**config.mk**
```make
export PLATFORM = sky130hd
export DESIGN_NAME = dpc_regs
export DESIGN_NICKNAME = d
export VERILOG_FILES = /design/src/hdl/dpc_pkg.sv /design/src/hdl/dpc_regs.sv
export SDC_FILE = /design/constraint.sdc
export NUM_CORES = 1
export LEC_CHECK = 0
export BUFFER_PORTS_ARGS = -buffer_cell sky130_fd_sc_hd__buf_2
export CORE_ASPECT_RATIO = 1.1
export CORE_MARGIN = 4
export CORE_UTILIZATION = 49
export DETAILED_ROUTE_END_ITERATION = 16
export GPL_TIMING_DRIVEN = 0
export PLACE_DENSITY = 0.74
export REMOVE_ABC_BUFFERS = 1
export SLEW_MARGIN = 20
export SYNTH_ARGS = -nofsm -noshare
export SYNTH_HDL_FRONTEND = slang
export SYNTH_SLANG_ARGS = --single-unit
```
**constraint.sdc**
```tcl
create_clock -name i_core_clk -period 2.2 [get_ports i_core_clk]
set_clock_uncertainty 0.15 [all_clocks]
set_input_delay 0.11 -clock i_core_clk [delete_from_list [all_inputs] [get_ports i_core_clk]]
set_output_delay 0.11 -clock i_core_clk [all_outputs]
set_load 0.005 [all_outputs]
```
**src/hdl/dpc_pkg.sv**
```systemverilog
// Package with register map, field layout, reset values and loop states for the DPLL config bank.
package dpc_pkg;
  // Register byte addresses on the Wishbone bus.
  localparam logic [4:0] ADDR_REF_FB = 5'h00;
  localparam logic [4:0] ADDR_MODE = 5'h04;
  localparam logic [4:0] ADDR_DECIM = 5'h08;
  localparam logic [4:0] ADDR_XTAL = 5'h0C;
  localparam logic [4:0] ADDR_HOLD = 5'h10;
  localparam logic [4:0] ADDR_BW = 5'h14;
  localparam logic [4:0] ADDR_DAMP = 5'h18;
  localparam logic [4:0] ADDR_STATUS = 5'h1C;
  // Reset values of each register.
  localparam logic [7:0] RST_REF_FB = 8'h04;
  localparam logic [7:0] RST_MODE = 8'h81;
  localparam logic [7:0] RST_DECIM = 8'h36;
  localparam logic [7:0] RST_XTAL = 8'h00;
  localparam logic [15:0] RST_HOLD = 16'h3800;
  localparam logic [15:0] RST_BW = 16'h7058;
  localparam logic [15:0] RST_DAMP = 16'h2900;
  // Writable bit masks; reserved bits stay zero.
  localparam logic [7:0] MASK_DECIM = 8'h7F;
  localparam logic [15:0] MASK_DAMP = 16'h3F3F;
  // Field codes.
  localparam logic [1:0] SEL_MANUAL_FIELD = 2'h0;
  localparam logic [1:0] SEL_MANUAL_PINS = 2'h1;
  localparam logic [1:0] FB_EXTERNAL = 2'h0;
  localparam logic [1:0] FB_INTERNAL = 2'h1;
  localparam logic [1:0] LOOP_FORCE_FREE = 2'h0;
  localparam logic [1:0] LOOP_AUTO = 2'h1;
  localparam logic [1:0] LOOP_FORCE_HOLD = 2'h2;
  localparam logic [1:0] LOOP_WRITE_FREQ = 2'h3;
  localparam logic [1:0] SYNC_GROUP0 = 2'h0;
  localparam logic [1:0] SYNC_GROUP1 = 2'h1;
  localparam logic [4:0] HOLD_COARSE_MAX = 5'd20;
  localparam logic [3:0] HISTORY_MAX = 4'hA;
  localparam logic [15:0] LOCK_TIMER_MIN = 16'h0002;
  // Loop state machine codes, one-hot.
  typedef enum logic [4:0] {
    DPC_IDLE = 5'b00001,
    DPC_FREE = 5'b00010,
    DPC_ACQ = 5'b00100,
    DPC_NORM = 5'b01000,
    DPC_HOLD = 5'b10000
  } dpc_loop_t;
endpackage

```
**src/hdl/dpc_regs.sv**
```systemverilog
// DPLL configuration register bank with Wishbone slave and loop state control.
//
// Our own choices: the Wishbone interface to the registers and the register offsets.
`timescale 1ns/1ps
`default_nettype none
// Operation
// - Selection policy: field, pins, or automatic.
// - Manual select picks one of four inputs.
// - Feedback from external input or internal divider.
// - Revertive switching bit, reset zero.
// - Hitless switching bit, reset zero.
// - Acquire uses locking filter when switch set.
// - Lost reference goes holdover or freerun.
// - Sync group zero, one, or none.
// - Loop enable chooses attenuator or synthesizer.
// - Loop state forces free, auto, hold, write.
// - Switch decimator shift used only when hitless.
// - Decimator shift zero means feed-through.
// - Signed crystal trim, needs modulator order above zero.
// - Coarse hold shift clamped to twenty.
// - Fine hold multiplier zero disables filter.
// - History length zero to ten seconds.
// - Limit flag while loss count exceeds threshold.
// - Separate acquire and normal bandwidth, damping.
// - Acquire to normal after half lock timer.
module dpc_regs
  import dpc_pkg::*;
#(
  parameter int TIMER_W = 16
) (
  // Clock, reset and enable.
  input wire logic i_core_clk,
  input wire logic i_rst_n,
  input wire logic i_clk_en,
  // Wishbone slave.
  input wire logic i_wb_cyc,
  input wire logic i_wb_stb,
  input wire logic i_wb_we,
  input wire logic [4:0] i_wb_adr,
  input wire logic [3:0] i_wb_sel,
  input wire logic [31:0] i_wb_dat,
  output logic [31:0] o_wb_dat,
  output logic o_wb_ack,
  // Pin and loop inputs.
  input wire logic [1:0] i_ref_pins,
  input wire logic i_auto_ref_valid,
  input wire logic [1:0] i_auto_ref,
  input wire logic i_ref_valid,
  input wire logic i_phase_ok,
  input wire logic [3:0] i_loss_count,
  input wire logic [TIMER_W-1:0] i_lock_timer,
  input wire logic i_timer_tick,
  input wire logic i_modulator_ok,
  // Configuration outputs to the loop.
  output logic [1:0] o_active_ref,
  output logic o_feedback_external,
  output logic o_feedback_divider_on,
  output logic o_revertive,
  output logic o_hitless,
  output logic [1:0] o_sync_group,
  output logic o_sync_none,
  output logic o_filter_update_off,
  output logic o_loop_enable,
  output logic o_write_freq_mode,
  output logic [2:0] o_decimator_shift,
  output logic o_decimator_pass,
  output logic [7:0] o_crystal_trim,
  output logic [4:0] o_hold_filter_coarse,
  output logic o_hold_filter_off,
  output logic [3:0] o_history_seconds,
  output logic o_loss_limit,
  output logic [4:0] o_bw_coarse,
  output logic [2:0] o_bw_fine,
  output logic [2:0] o_damp_coarse,
  output logic [2:0] o_damp_fine,
  output logic [4:0] o_loop_state
);

  // Overview of the bank.
  // The block holds seven configuration registers that steer the loop and
  // one read-only status word that reports the loop state and loss limit.
  // Software reaches them over a classic Wishbone slave with a registered
  // acknowledge, so every access takes exactly one wait cycle.
  // Eight-bit registers use byte lane 0 only; sixteen-bit registers use
  // lanes 0 and 1 independently, and the upper lanes are ignored.
  // Stored fields keep the raw value that software wrote; any clamping
  // happens on the configuration outputs so that read-back is faithful.
  // Reserved bits are masked on write so that they always read as zero.
  // The manual pin selection is asynchronous to the core clock and passes
  // a three-flop synchroniser with a two-sample agreement filter.
  // The loop state machine runs on the same clock as the bus and follows
  // the mode register, the reference validity and the lock timer.
  // The clock enable freezes every register, including the bus answer,
  // so a master must not expect progress while the enable is low.
  // Reset is synchronous and takes effect even while the enable is low.

  // All state of the block.
  typedef struct packed {
    logic [7:0] ref_fb;
    logic [7:0] mode;
    logic [7:0] decim;
    logic [7:0] xtal;
    logic [15:0] hold;
    logic [15:0] bw;
    logic [15:0] damp;
    logic [2:0] pin_sync;
    logic [2:0] pin_sync_b;
    logic [1:0] pins_ok;
    dpc_loop_t loop;
    logic [TIMER_W-1:0] good_time;
    logic ack;
    logic [31:0] rdata;
  } dpc_state_t;

  dpc_state_t st;
  dpc_state_t next_st;
  // Bus request that has not yet been answered.
  logic req;
  // Half lock interval, honouring the minimum timer value.
  logic [TIMER_W-1:0] half_time;
  // Read view of the register selected by the address.
  logic [31:0] rd_view;
  logic [7:0] wr8;
  logic [15:0] wr16;

  assign req = i_wb_cyc & i_wb_stb & ~st.ack;
  assign wr8 = i_wb_dat[7:0];
  assign wr16 = i_wb_dat[15:0];
  assign half_time = ((i_lock_timer < TIMER_W'(LOCK_TIMER_MIN)) ?
                      TIMER_W'(LOCK_TIMER_MIN) : i_lock_timer) >> 1;

  // Read multiplexer.
  // The view is taken from the stored registers before any write of the
  // same cycle, so a read always returns the value that was in place when
  // the request was taken.
  // The status word is built from live outputs, so it shows the loop state
  // and loss limit as they stand at the edge that takes the request.
  // Unmapped addresses read as zero and still receive an acknowledge.
  // Selects read data for the addressed register; unmapped reads zero.
  always_comb begin
    rd_view = 32'h0000_0000;
    unique case (i_wb_adr)
      ADDR_REF_FB: begin
        rd_view[7:0] = st.ref_fb;
      end
      ADDR_MODE: begin
        rd_view[7:0] = st.mode;
      end
      ADDR_DECIM: begin
        rd_view[7:0] = st.decim;
      end
      ADDR_XTAL: begin
        rd_view[7:0] = st.xtal;
      end
      ADDR_HOLD: begin
        rd_view[15:0] = st.hold;
      end
      ADDR_BW: begin
        rd_view[15:0] = st.bw;
      end
      ADDR_DAMP: begin
        rd_view[15:0] = st.damp;
      end
      ADDR_STATUS: begin
        rd_view[5:0] = {o_loss_limit, o_loop_state};
      end
      default: begin
        rd_view = 32'h0000_0000;
      end
    endcase
  end

  // Computes the next state of registers, synchronisers and loop machine.
  always_comb begin
    next_st = st;
    next_st.ack = req;
    if (req) begin
      next_st.rdata = rd_view;
    end
    // Write decode.
    // A write lands at the same edge that raises the acknowledge, so the
    // new value is visible on the outputs while the acknowledge stands.
    // Writes to the status word and unmapped addresses are answered but
    // change nothing, which keeps a stray access harmless.
    // Byte lanes 0 and 1 write the low and high byte; reserved bits are masked.
    // masked reserved bits
    if (req && i_wb_we) begin
      unique case (i_wb_adr)
        ADDR_REF_FB: begin
          if (i_wb_sel[0]) next_st.ref_fb = wr8;
        end
        ADDR_MODE: begin
          if (i_wb_sel[0]) next_st.mode = wr8;
        end
        ADDR_DECIM: begin
          if (i_wb_sel[0]) next_st.decim = wr8 & MASK_DECIM;
        end
        ADDR_XTAL: begin
          if (i_wb_sel[0]) next_st.xtal = wr8;
        end
        ADDR_HOLD: begin
          if (i_wb_sel[0]) next_st.hold[7:0] = wr16[7:0];
          if (i_wb_sel[1]) next_st.hold[15:8] = wr16[15:8];
        end
        ADDR_BW: begin
          if (i_wb_sel[0]) next_st.bw[7:0] = wr16[7:0];
          if (i_wb_sel[1]) next_st.bw[15:8] = wr16[15:8];
        end
        ADDR_DAMP: begin
          if (i_wb_sel[0]) next_st.damp[7:0] = wr16[7:0] & MASK_DAMP[7:0];
          if (i_wb_sel[1]) next_st.damp[15:8] = wr16[15:8] & MASK_DAMP[15:8];
        end
        default: begin
          next_st.ack = req;
        end
      endcase
    end
    // Pin selection passes three flops; a change counts when the last two agree.
    next_st.pin_sync = {st.pin_sync[1:0], i_ref_pins[0]};
    next_st.pin_sync_b = {st.pin_sync_b[1:0], i_ref_pins[1]};
    if (st.pin_sync[2] == st.pin_sync[1]) next_st.pins_ok[0] = st.pin_sync[2];
    if (st.pin_sync_b[2] == st.pin_sync_b[1]) next_st.pins_ok[1] = st.pin_sync_b[2];
    // Loop state machine.
    // Idle is held whenever the loop is disabled; enabling it moves the
    // loop to Acquire unless a forced state, write-frequency operation or a lost reference overrides.
    // Forced Freerun, forced Holdover and write-frequency operation win
    // over automatic operation, and write-frequency keeps the loop free.
    // In automatic operation a lost reference sends the loop to Holdover
    // or Freerun as the lost-reference bit chooses, and a valid reference
    // returns it to Acquire; Normal is only reached from Acquire.
    // The case below moves Idle to Acquire when enabled and keeps any other state;
    // the priority chain after it applies the mode and reference conditions on top.
    unique case (st.loop)
      DPC_IDLE: begin
        if (st.mode[2]) next_st.loop = DPC_ACQ;
      end
      DPC_FREE, DPC_HOLD, DPC_ACQ, DPC_NORM: begin
        next_st.loop = st.loop;
      end
    endcase
    if (!st.mode[2]) begin
      next_st.loop = DPC_IDLE;
    end else if (st.mode[1:0] == LOOP_FORCE_FREE) begin
      next_st.loop = DPC_FREE;
    end else if (st.mode[1:0] == LOOP_FORCE_HOLD) begin
      next_st.loop = DPC_HOLD;
    end else if (st.mode[1:0] == LOOP_WRITE_FREQ) begin
      next_st.loop = DPC_FREE;
    end else if (!i_ref_valid) begin
      next_st.loop = st.mode[6] ? DPC_FREE : DPC_HOLD;
    end else if (st.loop != DPC_ACQ && st.loop != DPC_NORM) begin
      next_st.loop = DPC_ACQ;
    end
    // Lock timing.
    // The counter runs only while the loop stays in Acquire with the phase
    // error below its threshold, and it advances once per timer tick.
    // Any break in the good phase clears it, so the interval must be met
    // without interruption; a timer value below the minimum is raised to it.
    // half timer in acquire
    next_st.good_time = '0;
    if (next_st.loop == DPC_ACQ && st.loop == DPC_ACQ && i_phase_ok) begin
      next_st.good_time = st.good_time;
      if (i_timer_tick) next_st.good_time = st.good_time + 1'b1;
      if (st.good_time >= half_time) next_st.loop = DPC_NORM;
    end
  end

  // State register.
  // Every register resets to its documented default, the synchronisers to
  // zero and the loop to Idle, so the loop stays off until it is enabled.
  // Only constants are loaded in the reset branch.
  // Registers the state; synchronous reset, frozen while the enable is low.
  always_ff @(posedge i_core_clk) begin
    if (!i_rst_n) begin
      st.ref_fb <= RST_REF_FB;
      st.mode <= RST_MODE;
      st.decim <= RST_DECIM;
      st.xtal <= RST_XTAL;
      st.hold <= RST_HOLD;
      st.bw <= RST_BW;
      st.damp <= RST_DAMP;
      st.pin_sync <= 3'h0;
      st.pin_sync_b <= 3'h0;
      st.pins_ok <= 2'h0;
      st.loop <= DPC_IDLE;
      st.good_time <= '0;
      st.ack <= 1'b0;
      st.rdata <= 32'h0000_0000;
    end else if (i_clk_en) begin
      st <= next_st;
    end
  end

  // Bus answer.
  // The acknowledge is a one-cycle pulse; it cannot repeat for the same
  // request because a raised acknowledge blocks the next take.
  // Read data stays in place until the next access is taken.
  assign o_wb_ack = st.ack;
  assign o_wb_dat = st.rdata;

  // Reference choice.
  // Policy zero uses the manual field, policy one the filtered pins, and
  // both automatic codes use the selector's result while it is valid.
  // Without a valid automatic result the manual field is used as a safe
  // fallback, so the output never points at an undefined input.
  // Reference choice by policy and manual field.
  always_comb begin
    if (st.ref_fb[7:6] == SEL_MANUAL_FIELD) begin
      o_active_ref = st.ref_fb[5:4];
    end else if (st.ref_fb[7:6] == SEL_MANUAL_PINS) begin
      o_active_ref = st.pins_ok;
    end else begin
      o_active_ref = i_auto_ref_valid ? i_auto_ref : st.ref_fb[5:4];
    end
  end

  // Configuration outputs.
  // These decode the stored registers, the trim and loss limit also using live inputs,
  // so they follow a write at the edge that acknowledges it.
  // The feedback divider runs only with internal feedback and the loop on;
  // the two unused feedback codes select neither source.
  // feedback source pick
  assign o_feedback_external = (st.ref_fb[3:2] == FB_EXTERNAL);
  assign o_feedback_divider_on = (st.ref_fb[3:2] == FB_INTERNAL) & st.mode[2];
  assign o_revertive = st.ref_fb[1];
  assign o_hitless = st.ref_fb[0];
  assign o_sync_none = (st.mode[5:4] != SYNC_GROUP0) && (st.mode[5:4] != SYNC_GROUP1);
  assign o_sync_group = st.mode[5:4];
  assign o_filter_update_off = st.mode[3];
  assign o_loop_enable = st.mode[2];
  assign o_write_freq_mode = (st.mode[1:0] == LOOP_WRITE_FREQ);
  assign o_decimator_shift = o_hitless ? st.decim[6:4] : st.decim[2:0];
  assign o_decimator_pass = (st.decim[3:0] == 4'h0);
  assign o_crystal_trim = i_modulator_ok ? st.xtal : 8'h00;
  assign o_hold_filter_coarse = (st.hold[15:11] > HOLD_COARSE_MAX) ?
                                HOLD_COARSE_MAX : st.hold[15:11];
  assign o_hold_filter_off = (st.hold[15:11] == 5'h00) | (st.hold[10:8] == 3'h0);
  assign o_history_seconds = (st.hold[7:4] > HISTORY_MAX) ? HISTORY_MAX : st.hold[7:4];
  assign o_loss_limit = (i_loss_count > st.hold[3:0]);
  // Filter settings.
  // The Acquire set drives the loop only while the loop is in Acquire and
  // the automatic switch bit is set; otherwise the Normal set is used.
  // Switching happens at the edge that moves the loop out of Acquire or clears the switch bit.
  // filter set choice
  always_comb begin
    if (st.mode[7] && st.loop == DPC_ACQ) begin
      o_bw_coarse = st.bw[15:11];
      o_bw_fine = st.bw[10:8];
      o_damp_coarse = st.damp[13:11];
      o_damp_fine = st.damp[10:8];
    end else begin
      o_bw_coarse = st.bw[7:3];
      o_bw_fine = st.bw[2:0];
      o_damp_coarse = st.damp[5:3];
      o_damp_fine = st.damp[2:0];
    end
  end
  assign o_loop_state = st.loop;

endmodule
`default_nettype wire

```
Word level (Yosys, flattened, before mapping)
Index checks and enable logic that the tools add are counted.

word-level totals
  register bits after elaboration = 121
  latch bits = 0
  RAM bits = 0
  ROM bits = 0
  input bits = 76
  output and inout port bits = 87
  logic and storage cells = 107
  memories = 0

cells by class
  $add $sub $neg = 1
  multipliers = 0
  div/mod/pow operators = 0
  order comparisons = 5
  eq/ne operators = 23
  shift-type cells = 0
  muxes and demuxes = 26
  bitwise gates (word level) = 5
  reductions and logical operators = 29

operators with widths
  kind                                                          number
  two-way mux 5 bit                                             10
  case mux 6 bit (8 select lines)                               1
  AND reduction 4 bit                                           10
  two-way mux 16 bit                                            2
  equality test 5 bit (second input constant)                   5
  case mux 8 bit (3 select lines)                               1
  two-way mux 21 bit                                            1
  adder 16 x 1 -> 16 bit (second input constant)                1
  greater-or-equal comparator 16 x 15 -> 1 bit                  1
  less-than comparator 16 x 2 -> 1 bit (second input constant)  1
  equality test 5 x 3 -> 1 bit (second input constant)          3
  equality test 5 x 4 -> 1 bit (second input constant)          3
  two-way mux 3 bit                                             4
  case mux 2 bit (6 select lines)                               1
  zero test 5 bit                                               2
  case mux 5 bit (2 select lines)                               1
  two-way mux 8 bit                                             1
  AND reduction 2 bit                                           4
  logical AND 1 bit                                             6
  zero test 2 bit                                               3
  two-way mux 2 bit                                             3
  equality test 5 x 1 -> 1 bit (second input constant)          1
  equality test 5 x 2 -> 1 bit (second input constant)          1
  > comparator 5 bit (second input constant)                    1
  17 further kinds                                              22

Depth between registers and ports, before layout
Gate-level depths: netlist of run 1.

  depth in word-level cells = 14
  depth in mapped cells = 8
  gate-level depth less buffers = 8

Least setup slack after synthesis of run 1
No wires, ideal clock.

  kind = reg2reg
  from = reg st[46] (netlist name)
  to = reg st, in the netlist o_loop_state[3]
  library setup time = 0.116 ns
  data arrival time = 1.864 ns
  setup slack = 0.070 ns
  cell stages (with the launch flop) = 6
  clock period less this slack = 2.130 ns
  cell sequence = dfxtp_1 -> ha_1 -> a21o_1 -> a2111o_1 -> or4_1 -> a31o_2

between the ends
  cells in the longest elaborated chain, start to end = 3

RTL lines
  element                                       line             text
  from (decl)                                   dpc_regs.sv:115  dpc_state_t st;
  from (signal assigned)                        dpc_regs.sv:290  st <= next_st;
  greater-or-equal comparator 16 x 15 -> 1 bit  dpc_regs.sv:264  if (st.good_time >= half_time) next_st.loop = DPC_NORM;
  two-way mux 5 bit                             dpc_regs.sv:264
  two-way mux 21 bit                            dpc_regs.sv:261  if (next_st.loop == DPC_ACQ && st.loop == DPC_ACQ && i_phase_ok) begin

No other way between the ends.
A chain may end at the register's enable or synchronous reset.

Final worst setup path of run 1
  from = reg st, in the netlist o_loop_state[4]
  to = out o_bw_fine[2]

between the ends
  cells in the longest elaborated chain, start to end = 3

RTL lines
  element                       line             text
  equality test 5 x 3 -> 1 bit  dpc_regs.sv:346  if (st.mode[7] && st.loop == DPC_ACQ) begin
  logical AND 1 bit             dpc_regs.sv:346
  two-way mux 3 bit             dpc_regs.sv:346
  to (decl)                     dpc_regs.sv:73   output logic [2:0] o_bw_fine,

No other way between the ends.

==> results by group, run 1 <==
Power and ir drop
  – Worst VDD drop: 0.401 mV
  – Switch Pwr: 1.22 mW
  – Clock share of power: 51.8%
  – Leakage power: 3.32 nW
  – Sequential share of power: ~41%
  – Sw Share: 22.8%
  – Cell area power density: approximately 650 mW/mm^2
  – Pint: 4.11 mW
  – Comb pwr share: 6.8%

Floorplan
  – Core ar.: 0.0133 sq mm
  – Standard-cell rows: 44
  – Die span in x: 120 microns
  – Initial core utilization: just over 50%
  – Die ar.: 0.0157 sq mm
  – Die H: 131 microns
  – IO Pins: approximately 160

Layout
  – Layout Cell Area excl Fill: 0.00824 sq mm
  – Synth-to-layout area growth: 22.4%
  – Proportion of layout cells with a drive suffix above 1: 25.9%
  – ANT cells: 0
  – Final design utilization: 61.9%
  – Post-layout nets: 965

Place
  – I/O Buffers: 127
  – Hpwl dp: 13.1 mm
  – Pre-CTS setup slack: -561 ps
  – Cell Area, Placed: 0.00723 sq mm
  – RePlAce Congestion: 0.917

Setup path
  – Critical path required time: ~1900 ps
  – Crit Path Max Fanout: 7
  – CP Data Arrival Time: 1920 ps
  – Crit Path Class: reg -> out
  – Register-to-register setup slack: 40 ps
  – Crit end category: output pin
  – Crit start category: flip-flop

STA
  – Fmax: 458 MHz
  – Max-slew violation count: 0
  – Slew @ Worst Pin: around 710 ps
  – Final Setup Violations: 0
  – Final min period: approximately 2200 ps
  – Fin worst setup slack: 16.3 ps
  – Period utilization: between 90% and 100%
  – RSZ-0062 raised after global routing: true
  – WHS: 35.0 ps
  – Hold Violations, Final: 0
  – TNS Setup: 0 ps
  – Slew HR: 52.3%

Routing
  – Drt wl/cell: 17.9 microns
  – Via count: 6076
  – DRT Pass-1 Iters: 5
  – Vias per std cell: 5.71
  – Antenna Nets Post-Route: 0
  – Total Routed Length: 19.0 mm
  – # DRC: 0
  – Starting DRT DRC Count: between 400 and 500

Yosys
  – Cells after Synth: around 750
  – Top FF cell, synth: dfxtp_1
  – Synthesis-stage register bit count: between 100 and 150
  – Async SR Flop Fraction: 0%
  – Sequential-to-total area share from yosys stat: a little over a third
  – Syn_area_per_cell: 9.01 sq um
  – Yosys cell types: 65
  – Area leader, netlist: dfxtp_1
  – Number of synthesized flops with an enable pin: 0
  – Warnings, synthesis: 0
  – Synth area leaders: dfxtp_1 36%, mux2i_1 10%, nor2b_1 5.3%, nand2_1 4.9%, buf_4 4.7%
  – Yosys top cell area share: 36.0%
  – Cell Area, Synth: ~0.0067 sq mm

GRT
  – Grt met2 use: 39.2%
  – Overflow after GRT: 0
  – Initial antenna violation count: 0
  – Vias in the first global route: around 5700
  – Met3 usage: 5.68%
  – First-pass GRT wire length: about 30 mm
  – Met1 Track Usage GR: 30.4%
  – All-Layer GR Usage: between 20 and 25%
  – Largest net degree at the start of global routing: 87
  – Global route hottest layer: met2

Clock tree
  – Clock buffer count from CTS: 17
  – CTS tree: built
  – Reg clk slew, reported paths: 60 ps
  – # H-tree levels: 4
  – Clock root buffer: clkbuf_16
  – Max clock buf depth: 2
  – Clock Sinks: approximately 120
  – Skew-Pair Late Insertion Delay: a little over 400 ps

Min path
  – Min-delay worst type: in -> reg

Flow run
  – Max-Cap Viols: 0

Run status
  – Status: finished, final reports clean
[worst paths after layout]
| check | start | endpoint | cells after the start |
|---|---|---|---|
| setup / recovery | o_loop_state[4] | o_bw_fine[2] | 4 |
| setup reg to reg | st[46] | o_loop_state[3] | 5 |
| hold reg to reg | o_wb_dat[0] | o_wb_dat[0] | 1 |
| hold / removal | i_wb_adr[0] | o_wb_dat[5] | 6 |
[through the flow]
step	instances	power [mW]
after global placement	998	2.56
after detailed placement	999	2.56
after global routing	1064	5.46
after CTS	1060	5.33
after floorplan	687	2.38
final	1064	5.32
[synthesized netlist by cell type, drive strengths merged (5+ instances only)]
library cell	count
nand2	87
nor2	24
nand3	20
nor3	8
a22oi	11
clkbuf	21
and2	16
dfxtp	121
o21ai	29
ha	20
buf	54
a21boi	26
inv	22
a21o	11
o31ai	9
mux2	20
nor2b	57
o21a	5
nor4	7
a221oi	5
a21oi	19
or3	6
nand4	10
mux2i	70
or4	9
[worst max-delay path: stages, from the launching register on]
cell	delay (ps)
dfxtp_2	340
nor3_4	260
and4b_2	410
mux2_2	370
buf_2	130
[state kept, by name, summed over array words and instances, names as in the netlist]
name and count:
o_hitless 1, o_revertive 1, o_wb_ack 1, o_loop_state 5
st 89, o_filter_update_off 1, o_wb_dat 16, next_st 4
o_sync_group 2, o_loop_enable 1
[layout make-up]
type,count,area (sq um)
flip-flops and latches,121,2430
repair buffers,162,991
well taps,184,230
clock buffers,17,425
multi-input cells,544,3920
fillers,1189,5080
clock inverters,13,156
inverters,23,86.3
[cell families after synthesis]
group	Yosys count	share of synthesized area, %
AOI/OAI and AO/OA	142	14.7
xor gates and xnor gates	3	0.390
adders and majority gates	20	3.72
buffers and inverters	98	7.98
DFF	121	36.0
muxes	94	15.1
other	1	0.0557
and+or+nand+nor	268	22.0
[power groups by stage]
stage	Combinational (mW)	Sequential (mW)	Clock, mW
after floorplan	0.132	2.25	0
after global placement	0.304	2.25	0
after detailed placement	0.310	2.25	0
after CTS	0.351	2.20	2.77
after global routing	0.390	2.20	2.87
final	0.361	2.20	2.76
[layout by cell type, fill, tap and decap left out, types with 19 or more instances in the layout]
| cell | netlist | routed |
|---|---|---|
| ha_1 | 20 | 19 |
| mux2_2 | 20 | 19 |
| o21ai_0 | 29 | 28 |
| dfxtp_1 | 121 | 115 |
| nor2_1 | 21 | 21 |
| nor2b_1 | 57 | 55 |
| a21boi_0 | 25 | 25 |
| a21oi_1 | 19 | 19 |
| mux2i_1 | 70 | 70 |
| inv_1 | 22 | 22 |
| dlygate4sd3_1 | 0 | 22 |
| buf_2 | 9 | 125 |
| nand2_1 | 87 | 86 |
[per-layer routing]
layer,routed length (microns),share of wire (%)
met3,1280,6.7
met1,8160,43
met5,0,0
met4,633,3.3
met2,8930,47
[timing repair]
item / 4_1_cts / 5_1_grt
hold endpoints to repair: 82 / 0
cloned: 1 / 0
pin swaps: 7 / 2
gates resized for setup: 15 / 13
endpoints found under the setup margin: 75 / 77
buffers inserted: 8 / 4
hold buffers: 22 / 0
Power figures use the tool's default switching activity.
==> run 2: changes to the inputs <==
- CORE_UTILIZATION: 49 -> 58
- CTS_CLUSTER_DIAMETER: default -> 50
- PLACE_DENSITY: 0.74 -> 0.83
- clock period: 2.2 -> 2.7 ns (I/O delays scaled with it)
==> results by group, run 2 (synthesis gave the netlist of run 1 again) <==
Power and ir drop
  – Comb pwr share: 6.3% (-0.5 points)
  – Pwr Total: 4.41 mW (-17%)
  – Leakage power: 3.22 nW (-2.8%)
  – Sequential share of power: 40.7% (-0.7 points)
  – Sw Share: 23.3% (+0.43 points)
  – Clock share of power: 53.0% (+1.2 points)
  – Pint: 3.39 mW (-18%)
  – Cell area power density: 552 mW/mm^2 (-15%)
  – Switch Pwr: 1.03 mW (-16%)
  – Worst VDD drop: 0.369 mV (-8.1%)

STA
  – Fin worst setup slack: 120 ps (+104 ps)
  – Slew @ Worst Pin: 880 ps (+165 ps)
  – Hold Violations, Final: 0 (unchanged)
  – Period utilization: approximately 96%
  – Max-slew violation count: 0 (unchanged)
  – WHS: 64.7 ps (+29.7 ps)
  – TNS Setup: 0 ps (unchanged)
  – Final min period: 2580 ps
  – Slew HR: 41.4% (-11 points)
  – Fmax: around 390 MHz
  – RSZ-0062 raised after global routing: false
  – Final Setup Violations: 0 (unchanged)

Routing
  – Drt wl/cell: 19.0 microns (+6.4%)
  – Via count: 6191 (+1.9%)
  – Total Routed Length: 19.4 mm (+1.9%)
  – DRT Pass-1 Iters: 5 (unchanged)
  – Vias per std cell: 6.08 (+6.4%)
  – # DRC: 0 (unchanged)
  – Antenna Nets Post-Route: 0 (unchanged)
  – Starting DRT DRC Count: 570 (+28%)

Floorplan
  – Core ar.: 0.0114 sq mm (-15%)
  – Die H: 121 microns (-7.6%)
  – Initial core utilization: 59.1% (+8.6 points)
  – IO Pins: 163 (unchanged)
  – Die span in x: 111 microns (-7.5%)
  – Die ar.: 0.0134 sq mm (-15%)
  – Standard-cell rows: 41 (-6.8%)

Place
  – Hpwl dp: 13.5 mm (+2.5%)
  – I/O Buffers: 127 (unchanged)
  – Pre-CTS setup slack: -34.3 ps (+527 ps)
  – RePlAce Congestion: 0.946 (+3.2%)

Layout
  – Max reg flops: 89 (unchanged)
  – Synth-to-layout area growth: 18.8%
  – Post-layout nets: 950 (-1.6%)
  – Commonest non-fill, non-tap cells in the layout: 126 x buf_2, 121 x dfxtp_1, 87 x nand2_1
  – Most flop-heavy register: st
  – Proportion of layout cells with a drive suffix above 1: 23.1% (-2.8 points)
  – Final design utilization: 70.2% (+8.3 points)
  – Most common cell after layout, fill and taps aside: buf_2
  – Fillers: 869 (-27%)

Setup path
  – Crit end category: output pin
  – Crit Path Class: reg -> out
  – Crit Path Max Fanout: 14 (+7)
  – Crit start category: flip-flop
  – FF-to-FF Start: o_loop_state[1]
  – Critical path startpoint: o_loop_state[1]
  – Critical path required time: 2410 ps (+470 ps)
  – CP Data Arrival Time: 2300 ps (+380 ps)

Clock tree
  – Clock root buffer: clkbuf_16
  – # H-tree levels: 4 (unchanged)
  – Skew-Pair Late Insertion Delay: 410 ps (about the same)
  – CTS tree: built
  – Reg clk slew, reported paths: 60 ps (about the same)
  – Clock Sinks: 121 (unchanged)
  – Max clock buf depth: 2 (unchanged)
  – Clock buffer count from CTS: 17 (unchanged)

Run status
  – Status: finished, final reports clean

GRT
  – First-pass GRT wire length: 31.2 mm (+4.8%)
  – All-Layer GR Usage: 28.7% (+4.7 points)
  – Vias in the first global route: 6158 (+7.8%)
  – Initial antenna violation count: 2 (+2)
  – Overflow after GRT: 0 (unchanged)
  – Largest net degree at the start of global routing: 105 (+21%)

Flow run
  – Max-Cap Viols: 0 (unchanged)

Min path
  – Min-delay worst type: in -> reg
  – Min-delay src: i_wb_adr[0]
[run 2: final cells by class]
type	instances	area, sq um	share of cell area (%)
inverters	23	86.3	1.08
clock buffers	18	439	5.49
multi-input cells	543	3830	47.9
repair buffers	148	848	10.6
clock inverters	14	174	2.18
diodes	2	5.00	0.0626
flip-flops and latches	121	2420	30.3
well taps	150	188	2.35
[run 2: path summary, 6_finish.rpt]
| path | end | slack (ps) | depth (start not counted) |
|---|---|---|---|
| max | o_damp_coarse[1] | 120 | 4 |
| min | o_wb_dat[5] | 60 | 6 |
| max reg2reg | st[37] | 310 | 5 |
| min reg2reg | o_wb_dat[3] | 310 | 1 |
[run 2: power groups by stage]
stage | clock network [mW] | logic [mW] | registers, mW
floorplan | 0 | 0.107 | 1.83
global placement | 0 | 0.240 | 1.83
detailed placement | 0 | 0.248 | 1.83
CTS | 2.34 | 0.273 | 1.80
global route | 2.45 | 0.300 | 1.80
finish | 2.34 | 0.279 | 1.80
[run 2: what timing repair did]
action | 4_1_cts | 5_1_grt
hold buffers | 21 | 0
gates resized for setup | 1 | 1
endpoints found under the setup margin | 14 | 14
endpoints found under the hold margin | 75 | 0
buffers inserted | 0 | 0
[run 2: per-layer routing]
layer  share of wire [%]  track usage, %  routed length (microns)  vias up
met3                 8.0            7.08                     1550       59
met2                  50            49.6                     9650      320
met4                 4.0            13.0                      769        0
li1                    -               -                        -     2843
met5                   0               0                        0        -
met1                  38            33.8                     7390     2969
[run 2: metrics by stage]
| step | instances | area (sq um) |
|---|---|---|
| after floorplan | 687 | 6340 |
| after global placement | 964 | 7160 |
| after detailed placement | 964 | 7160 |
| after CTS | 1017 | 7990 |
| after global routing | 1019 | 7990 |
| final | 1019 | 7990 |
[run 2: worst max-delay path: stages, from the launching register on]
cell and delay, ps:
dfxtp_1 370, nor3_1 490, and4b_4 500, mux2_2 380, buf_2 140
==> run 3: changes to the inputs <==
- CORE_UTILIZATION: 58 -> 50
- PLACE_DENSITY: 0.83 -> 0.72
==> results by group, run 3 (synthesis gave the netlist of run 1 again) <==
Run status
  – Status: finished, final reports clean

Routing
  – DRT Pass-1 Iters: 6 (+1)
  – # DRC: 0 (unchanged)
  – Total Routed Length: 18.9 mm (-2.5%)
  – Starting DRT DRC Count: 508 (-11%)
  – Vias per std cell: 5.90 (-3.0%)
  – Antenna Nets Post-Route: 0 (unchanged)
  – Via count: 6055 (-2.2%)
  – Drt wl/cell: 18.4 microns (-3.3%)

Clock tree
  – Max clock buf depth: 2 (unchanged)
  – Clock buffer count from CTS: 17 (unchanged)
  – Skew-Pair Late Insertion Delay: 410 ps (about the same)
  – Clock Sinks: 121 (unchanged)
  – Post-CTS Repair Setup Buffers: 0 (unchanged)
  – CTS tree: built
  – Reg clk slew, reported paths: 60 ps (about the same)
  – # H-tree levels: 4 (unchanged)
  – Clock root buffer: clkbuf_16

Setup path
  – Register-to-register setup slack: 290 ps (-20 ps)
  – Crit start category: flip-flop
  – Crit Path Max Fanout: 14 (unchanged)
  – Worst Reg2Reg Path Length in Cells: 5 (unchanged)
  – CP Data Arrival Time: 2230 ps (-70 ps)
  – FF-to-FF Start: o_wb_ack
  – RR Endpoint: st[105]
  – Critical path required time: 2410 ps (about the same)
  – Crit end category: output pin
  – Crit Path Class: reg -> out

STA
  – Final min period: 2510 ps (-66.3 ps)
  – Fmax: 398 MHz (+2.6%)
  – Final Setup Violations: 0 (unchanged)
  – Fin worst setup slack: 186 ps (+66.3 ps)
  – Slew @ Worst Pin: 890 ps (+10.4 ps)
  – Max-slew violation count: 0 (unchanged)
  – Hold Violations, Final: 0 (unchanged)
  – RSZ-0062 raised after global routing: false
  – TNS Setup: 0 ps (unchanged)
  – Slew HR: 40.7% (-0.69 points)
  – Period utilization: 93.1% (-2.5 points)

Power and ir drop
  – Cell area power density: 551 mW/mm^2 (-0.19%)
  – Pint: 3.41 mW (+0.76%)
  – Worst VDD drop: 0.336 mV (-8.8%)
  – Sequential share of power: 40.8% (about the same)
  – Comb pwr share: 6.4% (about the same)
  – Leakage power: 3.22 nW (about the same)
  – Switch Pwr: 0.997 mW (-2.9%)
  – Sw Share: 22.6% (-0.65 points)
  – Clock share of power: 52.9% (about the same)

Floorplan
  – Die span in x: 119 microns (+7.1%)
  – Die ar.: 0.0154 sq mm (+15%)
  – Initial core utilization: 50.9% (-8.2 points)
  – IO Pins: 163 (unchanged)
  – Die H: 130 microns (+7.2%)
  – Core ar.: 0.0132 sq mm (+16%)
  – Standard-cell rows: 44 (+7.3%)

GRT
  – Vias in the first global route: 5916 (-3.9%)
  – Initial antenna violation count: 0 (-2)
  – Overflow after GRT: 0 (unchanged)
  – First-pass GRT wire length: 29.4 mm (-5.6%)
  – Largest net degree at the start of global routing: 105 (unchanged)
  – All-Layer GR Usage: 23.9% (-4.8 points)

Place
  – Pre-CTS setup slack: -76.5 ps (-42.2 ps)
  – Hpwl dp: 13.7 mm (+1.6%)
  – Placed Cells: 975 (+1.1%)
  – RePlAce Congestion: 0.917 (-3.1%)
  – I/O Buffers: 127 (unchanged)

Min path
  – Worst Hold Path EP: o_wb_dat[7]
  – Min-delay worst type: in -> reg
  – Min-delay src: i_wb_adr[4]
  – WHS Path Cells: 3 (-3)

Layout
  – ANT cells: 0 (-2)
  – Synth-to-layout area growth: 18.9% (about the same)
  – Max reg flops: 89 (unchanged)
  – Most common cell after layout, fill and taps aside: buf_2
  – Post-layout nets: 949 (-0.11%)
  – Most flop-heavy register: st
  – Commonest non-fill, non-tap cells in the layout: 126 x buf_2, 121 x dfxtp_1, 87 x nand2_1
  – Proportion of layout cells with a drive suffix above 1: 23.1% (+0.027 points)
  – Fin cells: 1027 (+0.79%)

Flow run
  – Max-Cap Viols: 0 (unchanged)
run 3: worst max-delay path by stage:
stage	startpoint	to	slack, ps	cells past startpoint
after floorplan	st[46]	o_loop_state[3]	570	5
after global placement	i_wb_adr[3]	st[75]	-100	6
after detailed placement	i_wb_adr[3]	st[75]	-80	6
after CTS	o_loop_state[1]	o_bw_coarse[0]	130	4
after global routing	o_loop_state[1]	o_damp_coarse[0]	40	4
final	o_loop_state[0]	o_damp_coarse[0]	190	4
run 3: worst max-delay path, cell delays in order (launching register included):
cell and delay (ps):
dfxtp_1 360, nor3_1 450, and4b_4 480, mux2_2 390
buf_2 130
run 3: power by group through the flow:
stage,Clock [mW],Sequential (mW),Combinational [mW]
2_1_floorplan,0,1.83,0.107
3_5_place_dp,0,1.83,0.252
4_1_cts,2.36,1.80,0.275
3_3_place_gp,0,1.83,0.244
5_1_grt,2.46,1.80,0.301
6_report,2.33,1.80,0.280
run 3: layer usage:
layer	vias to the layer above	GRT usage [%]	part of all wire, %
met2	263	40.5	48
met5	-	0	0
met4	0	10.8	3.2
met3	51	4.80	6.1
met1	2905	29.6	42
li1	2836	-	-
run 3: repair_timing:
action                                  CTS  global route
hold buffers                             20             0
hold endpoints to repair                 74             0
cloned                                    0             0
gates resized for setup                   1             1
endpoints found under the setup margin   14             1
run 3: through the flow:
stage / instance area [sq um] / utilization [%] / hold WS (ps) / power, mW
CTS: 8000 / 60.5 / 24.1 / 4.43
finish: 8000 / 60.6 / 48.6 / 4.41
global route: 8000 / 60.6 / 60.2 / 4.55
floorplan: 6340 / - / 46.9 / 1.94
global placement: 7170 / 54.3 / 225 / 2.08
detailed placement: 7180 / 54.3 / 240 / 2.09
run 3: layout make-up:
cell class / instances / area [sq um]
clock buffers: 19 / 453
clock inverters: 13 / 169
fillers: 1149 / 5210
inverters: 23 / 86.3
multi-input cells: 543 / 3830
flip-flops and latches: 121 / 2420
well taps: 161 / 201
repair buffers: 147 / 838
